--- config.mk ---
export PLATFORM = sky130hd
export DESIGN_NAME = l2c_cache_cfg
export DESIGN_NICKNAME = d
export VERILOG_FILES = /design/src/l2c_pkg.sv /design/src/l2c_cache_cfg.sv
export SDC_FILE = /design/constraint.sdc
export NUM_CORES = 1
export LEC_CHECK = 0
export BUFFER_PORTS_ARGS = -buffer_cell sky130_fd_sc_hd__buf_4
export CORE_ASPECT_RATIO = 0.9
export CORE_MARGIN = 1.5
export CORE_UTILIZATION = 30
export DETAILED_ROUTE_END_ITERATION = 10
export PLACE_DENSITY = 0.47
export SLEW_MARGIN = 40
export SYNTH_ARGS = -nofsm -noshare
export SYNTH_HDL_FRONTEND = slang
export SYNTH_SLANG_ARGS = --single-unit
--- constraint.sdc ---
create_clock -name aclk -period 8.4 [get_ports aclk]
set_input_delay 1.68 -clock aclk [delete_from_list [all_inputs] [get_ports aclk]]
set_output_delay 1.68 -clock aclk [all_outputs]
set_load 0.05 [all_outputs]
--- src/l2c_pkg.sv ---
// Purpose: Shared constants and types for the L2 cache configuration block
// Assumes: 8-bit registers, one per aligned 32-bit word (index * 4)
// Notes:   Indices are register numbers; byte address is index shifted by 2
package l2c_pkg;
	// Register indices (byte address = index * 4)
	localparam logic [7:0] IDX_TYPE     = 8'h74;
	localparam logic [7:0] IDX_INIT     = 8'h75;
	localparam logic [7:0] IDX_TIMING   = 8'h76;
	localparam logic [7:0] IDX_SHAD_LO  = 8'h77;
	localparam logic [7:0] IDX_SHAD_HI  = 8'h78;
	localparam logic [7:0] IDX_R0_SIZE  = 8'h79;
	localparam logic [7:0] IDX_R0_BASE  = 8'h7a;
	localparam logic [7:0] IDX_R1_SIZE  = 8'h7b;
	localparam logic [7:0] IDX_R1_BASE  = 8'h7c;
	localparam logic [7:0] IDX_SEG89    = 8'h7d;
	localparam logic [7:0] IDX_STATUS   = 8'h7e;

	// Reset values
	localparam logic [7:0] RST_TYPE     = 8'h00;
	localparam logic [7:0] RST_INIT     = 8'h00;
	localparam logic [7:0] RST_TIMING   = 8'h0f;
	localparam logic [7:0] RST_ZERO     = 8'h00;

	// Writable bit masks; reserved bits read zero
	localparam logic [7:0] MASK_TYPE    = 8'h0f;
	localparam logic [7:0] MASK_TIMING  = 8'h3f;
	localparam logic [7:0] MASK_SEG89   = 8'h01;

	// Type register fields
	localparam int unsigned TYPE_PIPE   = 0;
	localparam int unsigned TYPE_BURST  = 1;
	localparam int unsigned TYPE_ASYNC  = 2;
	localparam int unsigned TYPE_XTAG   = 3;
	// Initialisation register fields
	localparam int unsigned INIT_IGNTAG = 7;
	localparam int unsigned INIT_FHIT   = 6;
	localparam int unsigned INIT_CLEAN  = 5;
	localparam int unsigned INIT_ADVCLK = 4;
	localparam int unsigned INIT_WBACK  = 3;
	localparam int unsigned INIT_SIZE   = 0;
	// Timing register fields
	localparam int unsigned TIM_RDFAST  = 5;
	localparam int unsigned TIM_WRFAST  = 4;
	localparam int unsigned TIM_RDLEAD  = 2;
	localparam int unsigned TIM_WRLEAD  = 0;

	// Cycle counts in clocks
	localparam logic [2:0] LEAD_SHORT   = 3'h3;
	localparam logic [2:0] LEAD_LONG    = 3'h4;
	localparam logic [2:0] BURST_FAST   = 3'h2;
	localparam logic [2:0] BURST_SLOW   = 3'h3;

	// Address map constants
	localparam int unsigned CACHE_MIN_SHIFT = 16;
	localparam int unsigned RANGE_SHIFT0    = 15;
	localparam logic [3:0]  RANGE_MAX_CODE  = 4'hc;
	localparam logic [2:0]  SIZE_MAX_CODE   = 3'h5;
	localparam logic [5:0]  SEG_C0000       = 6'h30;
	localparam logic [5:0]  SEG_E0000       = 6'h38;
	localparam logic [2:0]  SEG_89_TOP      = 3'h4;
	localparam logic [2:0]  SEG_AB_TOP      = 3'h5;

	// AXI responses
	localparam logic [1:0] RESP_OKAY    = 2'h0;
	localparam logic [1:0] RESP_SLVERR  = 2'h2;

	// Selected SRAM protocol
	typedef enum logic [1:0] {
		L2C_OFF,
		L2C_ASYNC,
		L2C_BURST,
		L2C_PIPE
	} l2c_sram_e;

	// CPU lookup request
	typedef struct packed {
		logic [31:0] addr;
		logic        write;
	} l2c_req_s;

	// Tag SRAM read data for the indexed line
	typedef struct packed {
		logic [7:0] tag;
		logic       dirty;
	} l2c_tag_s;

	// Lookup answer
	typedef struct packed {
		logic cacheable;
		logic hit;
		logic allocate;
		logic range_hit;
		logic dirty_wr;
	} l2c_resp_s;

	// Settings handed to the SRAM sequencer
	typedef struct packed {
		l2c_sram_e  sram;
		logic [2:0] size;
		logic       write_back;
		logic       adv_clk;
		logic [2:0] rd_lead;
		logic [2:0] rd_burst;
		logic [2:0] wr_lead;
		logic [2:0] wr_burst;
	} l2c_timing_s;
endpackage

--- src/l2c_cache_cfg.sv ---
// Purpose: L2 cache configuration registers and cacheability/hit decode
// Assumes: AXI4-Lite slave, aclk 200 MHz, synchronous active-low reset
// Notes:   Lookup answer appears one clock after the request
`timescale 1ns/1ps
`default_nettype none
module l2c_cache_cfg
	import l2c_pkg::*;
#(
	parameter int unsigned ADDR_W = 12
) (
	input  wire logic              aclk,
	input  wire logic              aresetn,
	input  wire logic [ADDR_W-1:0] s_axi_awaddr,
	input  wire logic              s_axi_awvalid,
	output logic                   s_axi_awready,
	input  wire logic [31:0]       s_axi_wdata,
	input  wire logic [3:0]        s_axi_wstrb,
	input  wire logic              s_axi_wvalid,
	output logic                   s_axi_wready,
	output logic [1:0]             s_axi_bresp,
	output logic                   s_axi_bvalid,
	input  wire logic              s_axi_bready,
	input  wire logic [ADDR_W-1:0] s_axi_araddr,
	input  wire logic              s_axi_arvalid,
	output logic                   s_axi_arready,
	output logic [31:0]            s_axi_rdata,
	output logic [1:0]             s_axi_rresp,
	output logic                   s_axi_rvalid,
	input  wire logic              s_axi_rready,
	input  wire logic              req_valid,
	input  wire l2c_req_s          req,
	input  wire l2c_tag_s          tag_in,
	output logic                   resp_valid,
	output l2c_resp_s              resp,
	output l2c_timing_s            timing
);
	// Configuration registers
	logic [7:0]        type_reg;     // SRAM type and extra tag
	logic [7:0]        init_reg;     // Init modes, policy, size
	logic [7:0]        tim_reg;      // Async burst timing
	logic [7:0]        shad_lo;      // C0000-DFFFF cacheable
	logic [7:0]        shad_hi;      // E0000-FFFFF cacheable
	logic [7:0]        r0_size;      // Range 0 base A19-A16, size code
	logic [7:0]        r0_base;      // Range 0 base A27-A20
	logic [7:0]        r1_size;      // Range 1 base A19-A16, size code
	logic [7:0]        r1_base;      // Range 1 base A27-A20
	logic [7:0]        seg89;        // 80000/90000 cacheable
	logic [7:0]        status;       // Live state for software
	// Write channel holding state
	logic              aw_held;      // Write address captured
	logic              w_held;       // Write data captured
	logic [ADDR_W-1:0] aw_addr;      // Captured write address
	logic [31:0]       w_data;       // Captured write data
	logic              w_lane0;      // Low byte lane enabled
	logic              wr_fire;      // Both halves present
	// Lookup decode
	logic              l2_en;        // Any SRAM type selected
	logic              ign_tag;
	logic              force_hit;
	logic              force_clean;
	logic              seg_ok;       // Address-map cacheable
	logic              rng0;
	logic              rng1;
	logic              rng_any;
	logic              cacheable_now;
	logic [7:0]        addr_tag;
	logic              tag_match;
	logic              hit_now;
	l2c_sram_e         next_sram;

	// Register index from a byte address
	function automatic logic [7:0] reg_idx(input logic [ADDR_W-1:0] a);
		reg_idx = a[9:2];
	endfunction

	// Index is implemented and the upper address bits are clear
	function automatic logic mapped(input logic [ADDR_W-1:0] a);
		logic [7:0] i;
		i = a[9:2];
		mapped = (i >= IDX_TYPE) && (i <= IDX_STATUS)
			&& (a[ADDR_W-1:10] == '0);
	endfunction

	// Non-cacheable window match on A27..An
	function automatic logic range_match(
		input logic [31:0] a,
		input logic [7:0]  sz,
		input logic [7:0]  hi
	);
		logic [27:0] base;
		logic [27:0] mask;
		logic [4:0]  n;
		base = {hi, sz[7:4], 16'h0000};
		n    = 5'(RANGE_SHIFT0) + {1'b0, sz[3:0]};
		mask = ~((28'h000_0001 << n) - 28'h000_0001);
		if (sz[3:0] == 4'h0 || sz[3:0] > RANGE_MAX_CODE) begin
			range_match = 1'b0;
		end else begin
			range_match = (((a[27:0] ^ base) & mask) == 28'h000_0000);
		end
	endfunction

	// Address write channel: take address until the write completes
	assign s_axi_awready = !aw_held && !s_axi_bvalid;
	assign s_axi_wready  = !w_held && !s_axi_bvalid;
	assign wr_fire       = aw_held && w_held && !s_axi_bvalid;

	// Capture write address
	always_ff @(posedge aclk) begin
		if (!aresetn) begin
			aw_held <= 1'b0;
			aw_addr <= '0;
		end else if (s_axi_awvalid && s_axi_awready) begin
			aw_held <= 1'b1;
			aw_addr <= s_axi_awaddr;
		end else if (wr_fire) begin
			aw_held <= 1'b0;
		end
	end

	// Capture write data; only lane 0 carries register bits
	always_ff @(posedge aclk) begin
		if (!aresetn) begin
			w_held  <= 1'b0;
			w_data  <= 32'h0000_0000;
			w_lane0 <= 1'b0;
		end else if (s_axi_wvalid && s_axi_wready) begin
			w_held  <= 1'b1;
			w_data  <= s_axi_wdata;
			w_lane0 <= s_axi_wstrb[0];
		end else if (wr_fire) begin
			w_held <= 1'b0;
		end
	end

	// Write response; unmapped indices answer SLVERR
	always_ff @(posedge aclk) begin
		if (!aresetn) begin
			s_axi_bvalid <= 1'b0;
			s_axi_bresp  <= RESP_OKAY;
		end else if (wr_fire) begin
			s_axi_bvalid <= 1'b1;
			s_axi_bresp  <= mapped(aw_addr) ? RESP_OKAY : RESP_SLVERR;
		end else if (s_axi_bready) begin
			s_axi_bvalid <= 1'b0;
		end
	end

	// Register writes; reserved bits held at zero
	always_ff @(posedge aclk) begin
		if (!aresetn) begin
			type_reg <= RST_TYPE;
			init_reg <= RST_INIT;
			tim_reg  <= RST_TIMING;
			shad_lo  <= RST_ZERO;
			shad_hi  <= RST_ZERO;
			r0_size  <= RST_ZERO;
			r0_base  <= RST_ZERO;
			r1_size  <= RST_ZERO;
			r1_base  <= RST_ZERO;
			seg89    <= RST_ZERO;
		end else if (wr_fire && w_lane0 && mapped(aw_addr)) begin
			case (reg_idx(aw_addr))
				IDX_TYPE:    type_reg <= w_data[7:0] & MASK_TYPE;
				IDX_INIT:    init_reg <= w_data[7:0];
				IDX_TIMING:  tim_reg  <= w_data[7:0] & MASK_TIMING;
				IDX_SHAD_LO: shad_lo  <= w_data[7:0];
				IDX_SHAD_HI: shad_hi  <= w_data[7:0];
				IDX_R0_SIZE: r0_size  <= w_data[7:0];
				IDX_R0_BASE: r0_base  <= w_data[7:0];
				IDX_R1_SIZE: r1_size  <= w_data[7:0];
				IDX_R1_BASE: r1_base  <= w_data[7:0];
				IDX_SEG89:   seg89    <= w_data[7:0] & MASK_SEG89;
				// Status is read-only; write is acknowledged and dropped
				default:     ;
			endcase
		end
	end

	// Read channel: one read in flight, answered the next clock
	assign s_axi_arready = !s_axi_rvalid;

	always_ff @(posedge aclk) begin
		if (!aresetn) begin
			s_axi_rvalid <= 1'b0;
			s_axi_rresp  <= RESP_OKAY;
			s_axi_rdata  <= 32'h0000_0000;
		end else if (s_axi_arvalid && s_axi_arready) begin
			s_axi_rvalid <= 1'b1;
			s_axi_rresp  <= mapped(s_axi_araddr) ? RESP_OKAY : RESP_SLVERR;
			case (reg_idx(s_axi_araddr))
				IDX_TYPE:    s_axi_rdata <= {24'h00_0000, type_reg};
				IDX_INIT:    s_axi_rdata <= {24'h00_0000, init_reg};
				IDX_TIMING:  s_axi_rdata <= {24'h00_0000, tim_reg};
				IDX_SHAD_LO: s_axi_rdata <= {24'h00_0000, shad_lo};
				IDX_SHAD_HI: s_axi_rdata <= {24'h00_0000, shad_hi};
				IDX_R0_SIZE: s_axi_rdata <= {24'h00_0000, r0_size};
				IDX_R0_BASE: s_axi_rdata <= {24'h00_0000, r0_base};
				IDX_R1_SIZE: s_axi_rdata <= {24'h00_0000, r1_size};
				IDX_R1_BASE: s_axi_rdata <= {24'h00_0000, r1_base};
				IDX_SEG89:   s_axi_rdata <= {24'h00_0000, seg89};
				IDX_STATUS:  s_axi_rdata <= {24'h00_0000, status};
				default:     s_axi_rdata <= 32'h0000_0000;
			endcase
		end else if (s_axi_rready) begin
			s_axi_rvalid <= 1'b0;
		end
	end

	// Protocol select; on a bad multi-bit setting the highest bit wins
	always_comb begin
		if (type_reg[TYPE_ASYNC]) begin
			next_sram = L2C_ASYNC;
		end else if (type_reg[TYPE_BURST]) begin
			next_sram = L2C_BURST;
		end else if (type_reg[TYPE_PIPE]) begin
			next_sram = L2C_PIPE;
		end else begin
			next_sram = L2C_OFF;
		end
	end

	// Settings to the SRAM sequencer, registered
	always_ff @(posedge aclk) begin
		if (!aresetn) begin
			timing <= '0;
		end else begin
			timing.sram       <= next_sram;
			// Undefined size codes fall back to the largest size
			timing.size       <= (init_reg[INIT_SIZE+:3] > SIZE_MAX_CODE)
				? SIZE_MAX_CODE : init_reg[INIT_SIZE+:3];
			timing.write_back <= init_reg[INIT_WBACK];
			timing.adv_clk    <= init_reg[INIT_ADVCLK];
			timing.rd_burst   <= tim_reg[TIM_RDFAST]
				? BURST_FAST : BURST_SLOW;
			timing.wr_burst   <= tim_reg[TIM_WRFAST]
				? BURST_FAST : BURST_SLOW;
			// Reserved lead-off code 00 runs the safe long lead-off
			timing.rd_lead    <= (tim_reg[TIM_RDLEAD+:2] == 2'h1)
				? LEAD_SHORT : LEAD_LONG;
			timing.wr_lead    <= (tim_reg[TIM_WRLEAD+:2] == 2'h1)
				? LEAD_SHORT : LEAD_LONG;
		end
	end

	// Address-map cacheability below 1 MB
	always_comb begin
		seg_ok = 1'b1;
		if (req.addr[31:20] == 12'h000) begin
			if (req.addr[19:14] >= SEG_E0000) begin
				seg_ok = shad_hi[req.addr[16:14]];
			end else if (req.addr[19:14] >= SEG_C0000) begin
				seg_ok = shad_lo[req.addr[16:14]];
			end else if (req.addr[19:17] == SEG_AB_TOP) begin
				seg_ok = 1'b0; // Video hole never cached
			end else if (req.addr[19:17] == SEG_89_TOP) begin
				seg_ok = seg89[0];
			end else begin
				seg_ok = 1'b1;
			end
		end
	end

	// Two independent non-cacheable windows
	assign rng0    = range_match(req.addr, r0_size, r0_base);
	assign rng1    = range_match(req.addr, r1_size, r1_base);
	assign rng_any = rng0 || rng1;

	assign l2_en         = (next_sram != L2C_OFF);
	assign cacheable_now = l2_en && seg_ok && !rng_any;

	// Tag for the line; index width follows the cache size
	assign addr_tag  = 8'(req.addr >> (CACHE_MIN_SHIFT
		+ int'(timing.size)));
	assign tag_match = (addr_tag[6:0] == tag_in.tag[6:0])
		&& (!type_reg[TYPE_XTAG] || addr_tag[7] == tag_in.tag[7]);
	assign ign_tag     = init_reg[INIT_IGNTAG];
	assign force_hit   = init_reg[INIT_FHIT];
	assign force_clean = init_reg[INIT_CLEAN];
	// Tag ignored: the init bit decides hit or miss
	assign hit_now = ign_tag ? force_hit : tag_match;

	// Lookup answer, one clock after the request
	always_ff @(posedge aclk) begin
		if (!aresetn) begin
			resp_valid <= 1'b0;
			resp       <= '0;
		end else begin
			resp_valid     <= req_valid;
			resp.range_hit <= req_valid && rng_any;
			resp.cacheable <= req_valid && cacheable_now;
			resp.hit       <= req_valid && cacheable_now && hit_now;
			// Reads allocate on a miss; writes do not allocate
			resp.allocate  <= req_valid && cacheable_now && !hit_now
				&& !req.write;
			resp.dirty_wr  <= req_valid && cacheable_now && hit_now
				&& req.write && init_reg[INIT_WBACK]
				&& !force_clean;
		end
	end

	// Status: enable, protocol and last lookup outcome
	always_ff @(posedge aclk) begin
		if (!aresetn) begin
			status <= RST_ZERO;
		end else begin
			status[0]   <= l2_en;
			status[2:1] <= next_sram;
			if (req_valid) begin
				status[3] <= cacheable_now;
				status[4] <= cacheable_now && hit_now;
				status[5] <= rng_any;
			end
		end
	end
endmodule
`default_nettype wire

After elaboration in Yosys (flattened, before gate mapping)
Index checks and enable logic that the tools add are counted.
- register bits: 159
- latch bits: 0
- RAM bits: 0
- bits in read-only memories: 0
- input bits: 110
- output and inout port bits: 66
- word-level logic and storage cells: 180
- memories: 0
- $add $sub $neg: 5
- multipliers: 0
- div/mod/pow operators: 0
- magnitude comparators: 10
- equal/unequal tests: 27
- shifts and indexed selects: 3
- multiplexer cells: 30
- bitwise gates (word level): 7
- reduce and logical (&&, ||, !) cells: 61
- operator list (cell ; number):
    8-bit by 7-bit == test with 1-bit output (second input constant) ; 21
    8-bit case mux with 11 select lines ; 1
    28-bit AND ; 2
    28-bit zero test ; 2
    28-bit inverter ; 2
    1-bit by 5-bit << shifter with 28-bit output (first input constant) ; 2
    28-bit by 1-bit subtractor with 28-bit output (second input constant) ; 2
    28-bit bitwise XOR ; 2
    32-bit by 6-bit right shift with 8-bit output ; 1
    1-bit logical AND ; 25
    2-bit AND reduction ; 10
    1-bit two-way mux ; 19
    8-bit by 7-bit >= comparator with 1-bit output (second input constant) ; 2
    8-bit by 7-bit less-or-equal comparator with 1-bit output (second input constant) ; 2
    6-bit >= comparator (second input constant) ; 2
    12-bit zero test ; 1
    4-bit by 4-bit adder with 5-bit output (first input constant) ; 2
    2-bit two-way mux ; 5
    2-bit nonzero test ; 5
    1-bit zero test ; 9
    3-bit two-way mux ; 3
    4-bit greater-than comparator (second input constant) ; 2
    4-bit zero test ; 2
    7-bit == test ; 1
    other kinds (11) ; 18

Longest topological paths before layout
- depth in word-level cells: 15
- depth in mapped cells: 13
- gate-level depth less buffers: 11

Least setup slack after synthesis
OpenSTA, ideal clock, no wires.
- kind: input to register
- start: input port s_axi_araddr[2]
- end: register s_axi_rdata[5]
- setup time: 0.115 ns
- arrival: 3.554 ns
- required time: 8.285 ns
- slack: 4.732 ns
- stages on the path: 10
- path buffers: 3
- cell sequence: clkbuf_1 > clkbuf_1 > buf_1 > mux2i_1 > nor2_1 > a21oi_1 > o21ai_0 > a221oi_1 > o21ai_0 > and2_1
- cells in the longest elaborated chain, start to end: 2
- elaborated cells between the ends (all ways): 12
- those cells by class: 11 x eq/ne; 1 x mux
- RTL lines (element ; line ; text):
    from (decl) ; l2c_cache_cfg.sv:23 ; input wire logic [ADDR_W-1:0] s_axi_araddr,
    8-bit by 7-bit == test with 1-bit output ; l2c_cache_cfg.sv:191 ; case (reg_idx(s_axi_araddr))
    8-bit case mux with 11 select lines (*) ; l2c_cache_cfg.sv:191 ;
    to (signal assigned) ; l2c_cache_cfg.sv:192 ; IDX_TYPE: s_axi_rdata <= {24'h00_0000, type_reg};
    to (signal assigned) ; l2c_cache_cfg.sv:193 ; IDX_INIT: s_axi_rdata <= {24'h00_0000, init_reg};
    to (signal assigned) ; l2c_cache_cfg.sv:194 ; IDX_TIMING: s_axi_rdata <= {24'h00_0000, tim_reg};
    to (decl) ; l2c_cache_cfg.sv:26 ; output logic [31:0] s_axi_rdata,
Every way passes the cells marked *; elsewhere a longest branch is shown, timed or not.
A chain may end at the register's enable or synchronous reset.

Final worst setup path
- start: register r1_size[1]
- end: register status[4]
- cells in the longest elaborated chain, start to end: 11
- elaborated cells between the ends (all ways): 14
- those cells by class: 2 x add/sub; 1 x order compare; 1 x shift; 1 x mux; 2 x bitwise; 7 x reduce/logical
- RTL lines (element ; line ; text):
    from (decl) ; l2c_cache_cfg.sv:45 ; logic [7:0] r1_size;
    from (signal assigned) ; l2c_cache_cfg.sv:171 ; IDX_R1_SIZE: r1_size <= w_data[7:0];
    4-bit by 4-bit adder with 5-bit output ; l2c_cache_cfg.sv:94 ; n = 5'(RANGE_SHIFT0) + {1'b0, sz[3:0]};
    1-bit by 5-bit << shifter with 28-bit output ; l2c_cache_cfg.sv:95 ; mask = ~((28'h000_0001 << n) - 28'h000_0001);
    28-bit by 1-bit subtractor with 28-bit output ; l2c_cache_cfg.sv:95 ;
    28-bit inverter ; l2c_cache_cfg.sv:95 ;
    28-bit AND ; l2c_cache_cfg.sv:99 ; range_match = (((a[27:0] ^ base) & mask) == 28'h000_0000);
    28-bit zero test ; l2c_cache_cfg.sv:99 ;
    1-bit two-way mux (*) ; l2c_cache_cfg.sv:96 ; if (sz[3:0] == 4'h0 || sz[3:0] > RANGE_MAX_CODE) begin
    1-bit logical OR (*) ; l2c_cache_cfg.sv:267 ; assign rng_any = rng0 || rng1;
    1-bit zero test (*) ; l2c_cache_cfg.sv:270 ; assign cacheable_now = l2_en && seg_ok && !rng_any;
    1-bit logical AND (*) ; l2c_cache_cfg.sv:270 ;
    1-bit logical AND (*) ; l2c_cache_cfg.sv:311 ; status[4] <= cacheable_now && hit_now;
    to (signal assigned) ; l2c_cache_cfg.sv:311 ;
    to (decl) ; l2c_cache_cfg.sv:48 ; logic [7:0] status;
Marks and branches as above.

==> reports/metrics.yaml <==
cells_and_area:
  largest_reg_flops: 14
  drive_gt1_share_pct: 19.3
  areaGrowthSynthToFinish_pct: 18.2
  fin_area_um2: 9210
  regMostFlops: "timing"
  multi_input_area_um2: 4840
  reg_top3: "timing (14), aw_addr (10)"
  nNetsFinal: 1099
  ff_latch_area_um2: 2480
  fillers: 2705
  antenna_cells: 0
timing:
  relSlewSlack_pct: 48.5
  rsz0062_at_grt: "no"
  slew_viol_final: 0
  period_share_pct: 45.7
  fin_skew_ns: 0.00656
  setup_ws_ns: 4.56
  min_period_ns: 3.84
  worst_pin_slew_ns: 0.772
  hold_ws_ns: 0.464
  fin_tns_setup_ns: 0
  hold_violations: 0
  setup_viol_count_final: 0
  clock.fmax_ghz: 0.261
grt:
  grt_max_degree: 76
  grt_pass1_vias: 6518
  met3_usage_pct: 3.95
  grt_busiest_layer: "met2"
  grt_pass1_wl_um: 37900
  use_met1_pct: 26.0
  met2_usage_pct: 27.2
  antenna_found_initial: 1
  globalRouteTotalUtil_pct: 18.1
  grt-ovfl-total: 0
worst_setup_path:
  arrival_ns: 4.12
  rrSetupSlack_ns: 4.56
  critical_path.max_fanout: 19
  setup.worst_path.class: "flip-flop to flip-flop"
  worstRegToRegCells: 11
  startpoint_type: "flip-flop"
  end_kind: "flip-flop"
  required_ns: 8.69
clock_tree:
  root_buffer: "clkbuf_16"
  cts_setup_buffers: 0
  h-tree-depth: 4
  hold_buffers: 0
  clk-insertion-delay-late_ns: 0.42
  cts_tree: "built"
  clock_path_buffers: 2
  cts.sinks: 124
  cts.repair.resized: 0
  cts-buffers-inserted: 17
  cts.clk_slew.worst_paths_ns: 0.05
drt:
  first_pass_iters: 6
  drt_iter0_markers: 465
  final_antenna_net_count: 0
  routedWlPerCell_um: 18.1
  vias_per_cell: 5.11
  drc: 0
  drt-total-wl_um: 24100
  num_vias: 6832
synthesis:
  synth_area_um2: 7790
  synth-main-ff-cell: "dfxtp_1"
  netlist_instances: 926
  synth-seq-cells: 124
  yosysUniqueCellTypes: 78
  synth-seq-area-share_pct: 31.9
  avgSynthCellArea_um2: 8.41
  ys_async_sr_fraction_pct: 0
  yosys_warnings: 0
  synth_edf_count: 0
floorplan:
  dieArea_um2: 26900
  initial_core_util_pct: 30.8
  rows: 55
  die_w_um: 173
  coreArea_um2: 25300
  die_h_um: 156
  ios: 176
status:
  outcome: "finished, final reports clean"
min_path:
  min_path_type: "flip-flop to flip-flop"
  holdPathStages: 2
place:
  port_buffers: 108
  place_area_um2: 8640
  dp_hpwl_um: 17600
  gp_congestion: 0.843
  pre_cts_ws_ns: 4.55
power_and_ir_drop:
  p_per_area_nw_per_um2: 161
  ir_worst_vdd_uv: 143
  p_leak_nw: 3.42
flow_run:
  maxCapViolCount: 0
## metrics by stage
step | utilization [%] | instances | power [mW]
after floorplan | - | 956 | 0.745
after global placement | 34.1 | 1306 | 0.795
after detailed placement | 34.1 | 1306 | 0.796
after CTS | 36.3 | 1336 | 1.50
after global routing | 36.4 | 1336 | 1.55
final | 36.4 | 1336 | 1.49
## cells by family (layout without fill, tap and decap cells)
| logic type | Yosys count | after routing | share of synthesized area (%) |
|---|---|---|---|
| AOI/OAI and AO/OA | 206 | 206 | 18.8 |
| xor gates and xnor gates | 40 | 40 | 4.50 |
| adders and majority gates | 6 | 6 | 0.964 |
| buffers and inverters | 120 | 158 | 7.65 |
| DFF | 124 | 124 | 31.9 |
| muxes | 69 | 69 | 13.1 |
| other | 2 | 32 | 0.0964 |
| and+or+nand+nor | 359 | 359 | 23.0 |
## power breakdown
group          switching, mW  internal [mW]
combinational          0.105         0.0619
clock                  0.255          0.447
sequential            0.0186          0.599
total                  0.379           1.11
## final cells by class
class,count,share of cell area (%)
Tap cell,342,4.65
Timing Repair Buffer,111,9.05
Clock inverter,7,0.992
Clock buffer,23,5.08
Inverter,17,0.693
Sequential cell,124,27.0
Multi-Input combinational cell,712,52.5
## synth_stat cells, types with 16 or more instances
library cell	n	area, µm²
inv_1	16	60.1
xnor2_1	28	245
dfxtp_1	124	2480
o21ai_0	42	210
buf_4	34	255
nor2_1	34	128
mux4_2	26	586
nor2b_1	52	325
nand3_1	22	110
clkbuf_1	57	214
a21oi_1	25	125
mux2i_1	39	390
nand2_1	161	604
a21boi_0	59	443
## worst max-delay path, cell delays in order, from the launching register on
cell and delay, ns:
dfxtp_1 0.81, or2_1 0.27, inv_2 0.10, ha_1 0.46, o21ai_0 0.35, a21oi_1 0.13, nor4_1 0.27, o21bai_1 0.12
a211o_1 0.31, or4_4 0.57, o21ai_2 0.16, o21ai_0 0.14
## cells in the final DEF (no fill, tap or decap), drive strengths merged, types with 5 or more instances in the layout
master,n
conb,32
xnor2,28
dfxtp,124
ha,6
and2,14
nor4,10
clkbuf,23
a21boi,59
nand2,161
nor3b,5
mux2i,39
mux4,26
nor3,16
o31ai,5
a221oi,5
and3,7
nor2b,52
nor2,36
inv,17
a22oi,5
nand3,22
xor2,12
nand4,5
a31oi,8
buf,111
a21oi,25
o21ai,44
## worst paths after layout
check / from / to
worst max-delay path: r1_size[1]$_SDFFE_PN0P_ / status[4]$_SDFFE_PN0P_
worst min-delay path: aw_addr[7]$_SDFFE_PN0P_ / aw_addr[7]$_SDFFE_PN0P_
worst max register to register: r1_size[1]$_SDFFE_PN0P_ / status[4]$_SDFFE_PN0P_
worst min register to register: aw_addr[7]$_SDFFE_PN0P_ / aw_addr[7]$_SDFFE_PN0P_
## metal layers
metal / vias to the layer above / wire [µm]
met4: 2 / 397
met2: 196 / 10500
met1: 3267 / 12000
li1: 3341 / -
met3: 26 / 1240
met5: - / 13
Note: power is estimated with default switching activity, not from simulation.
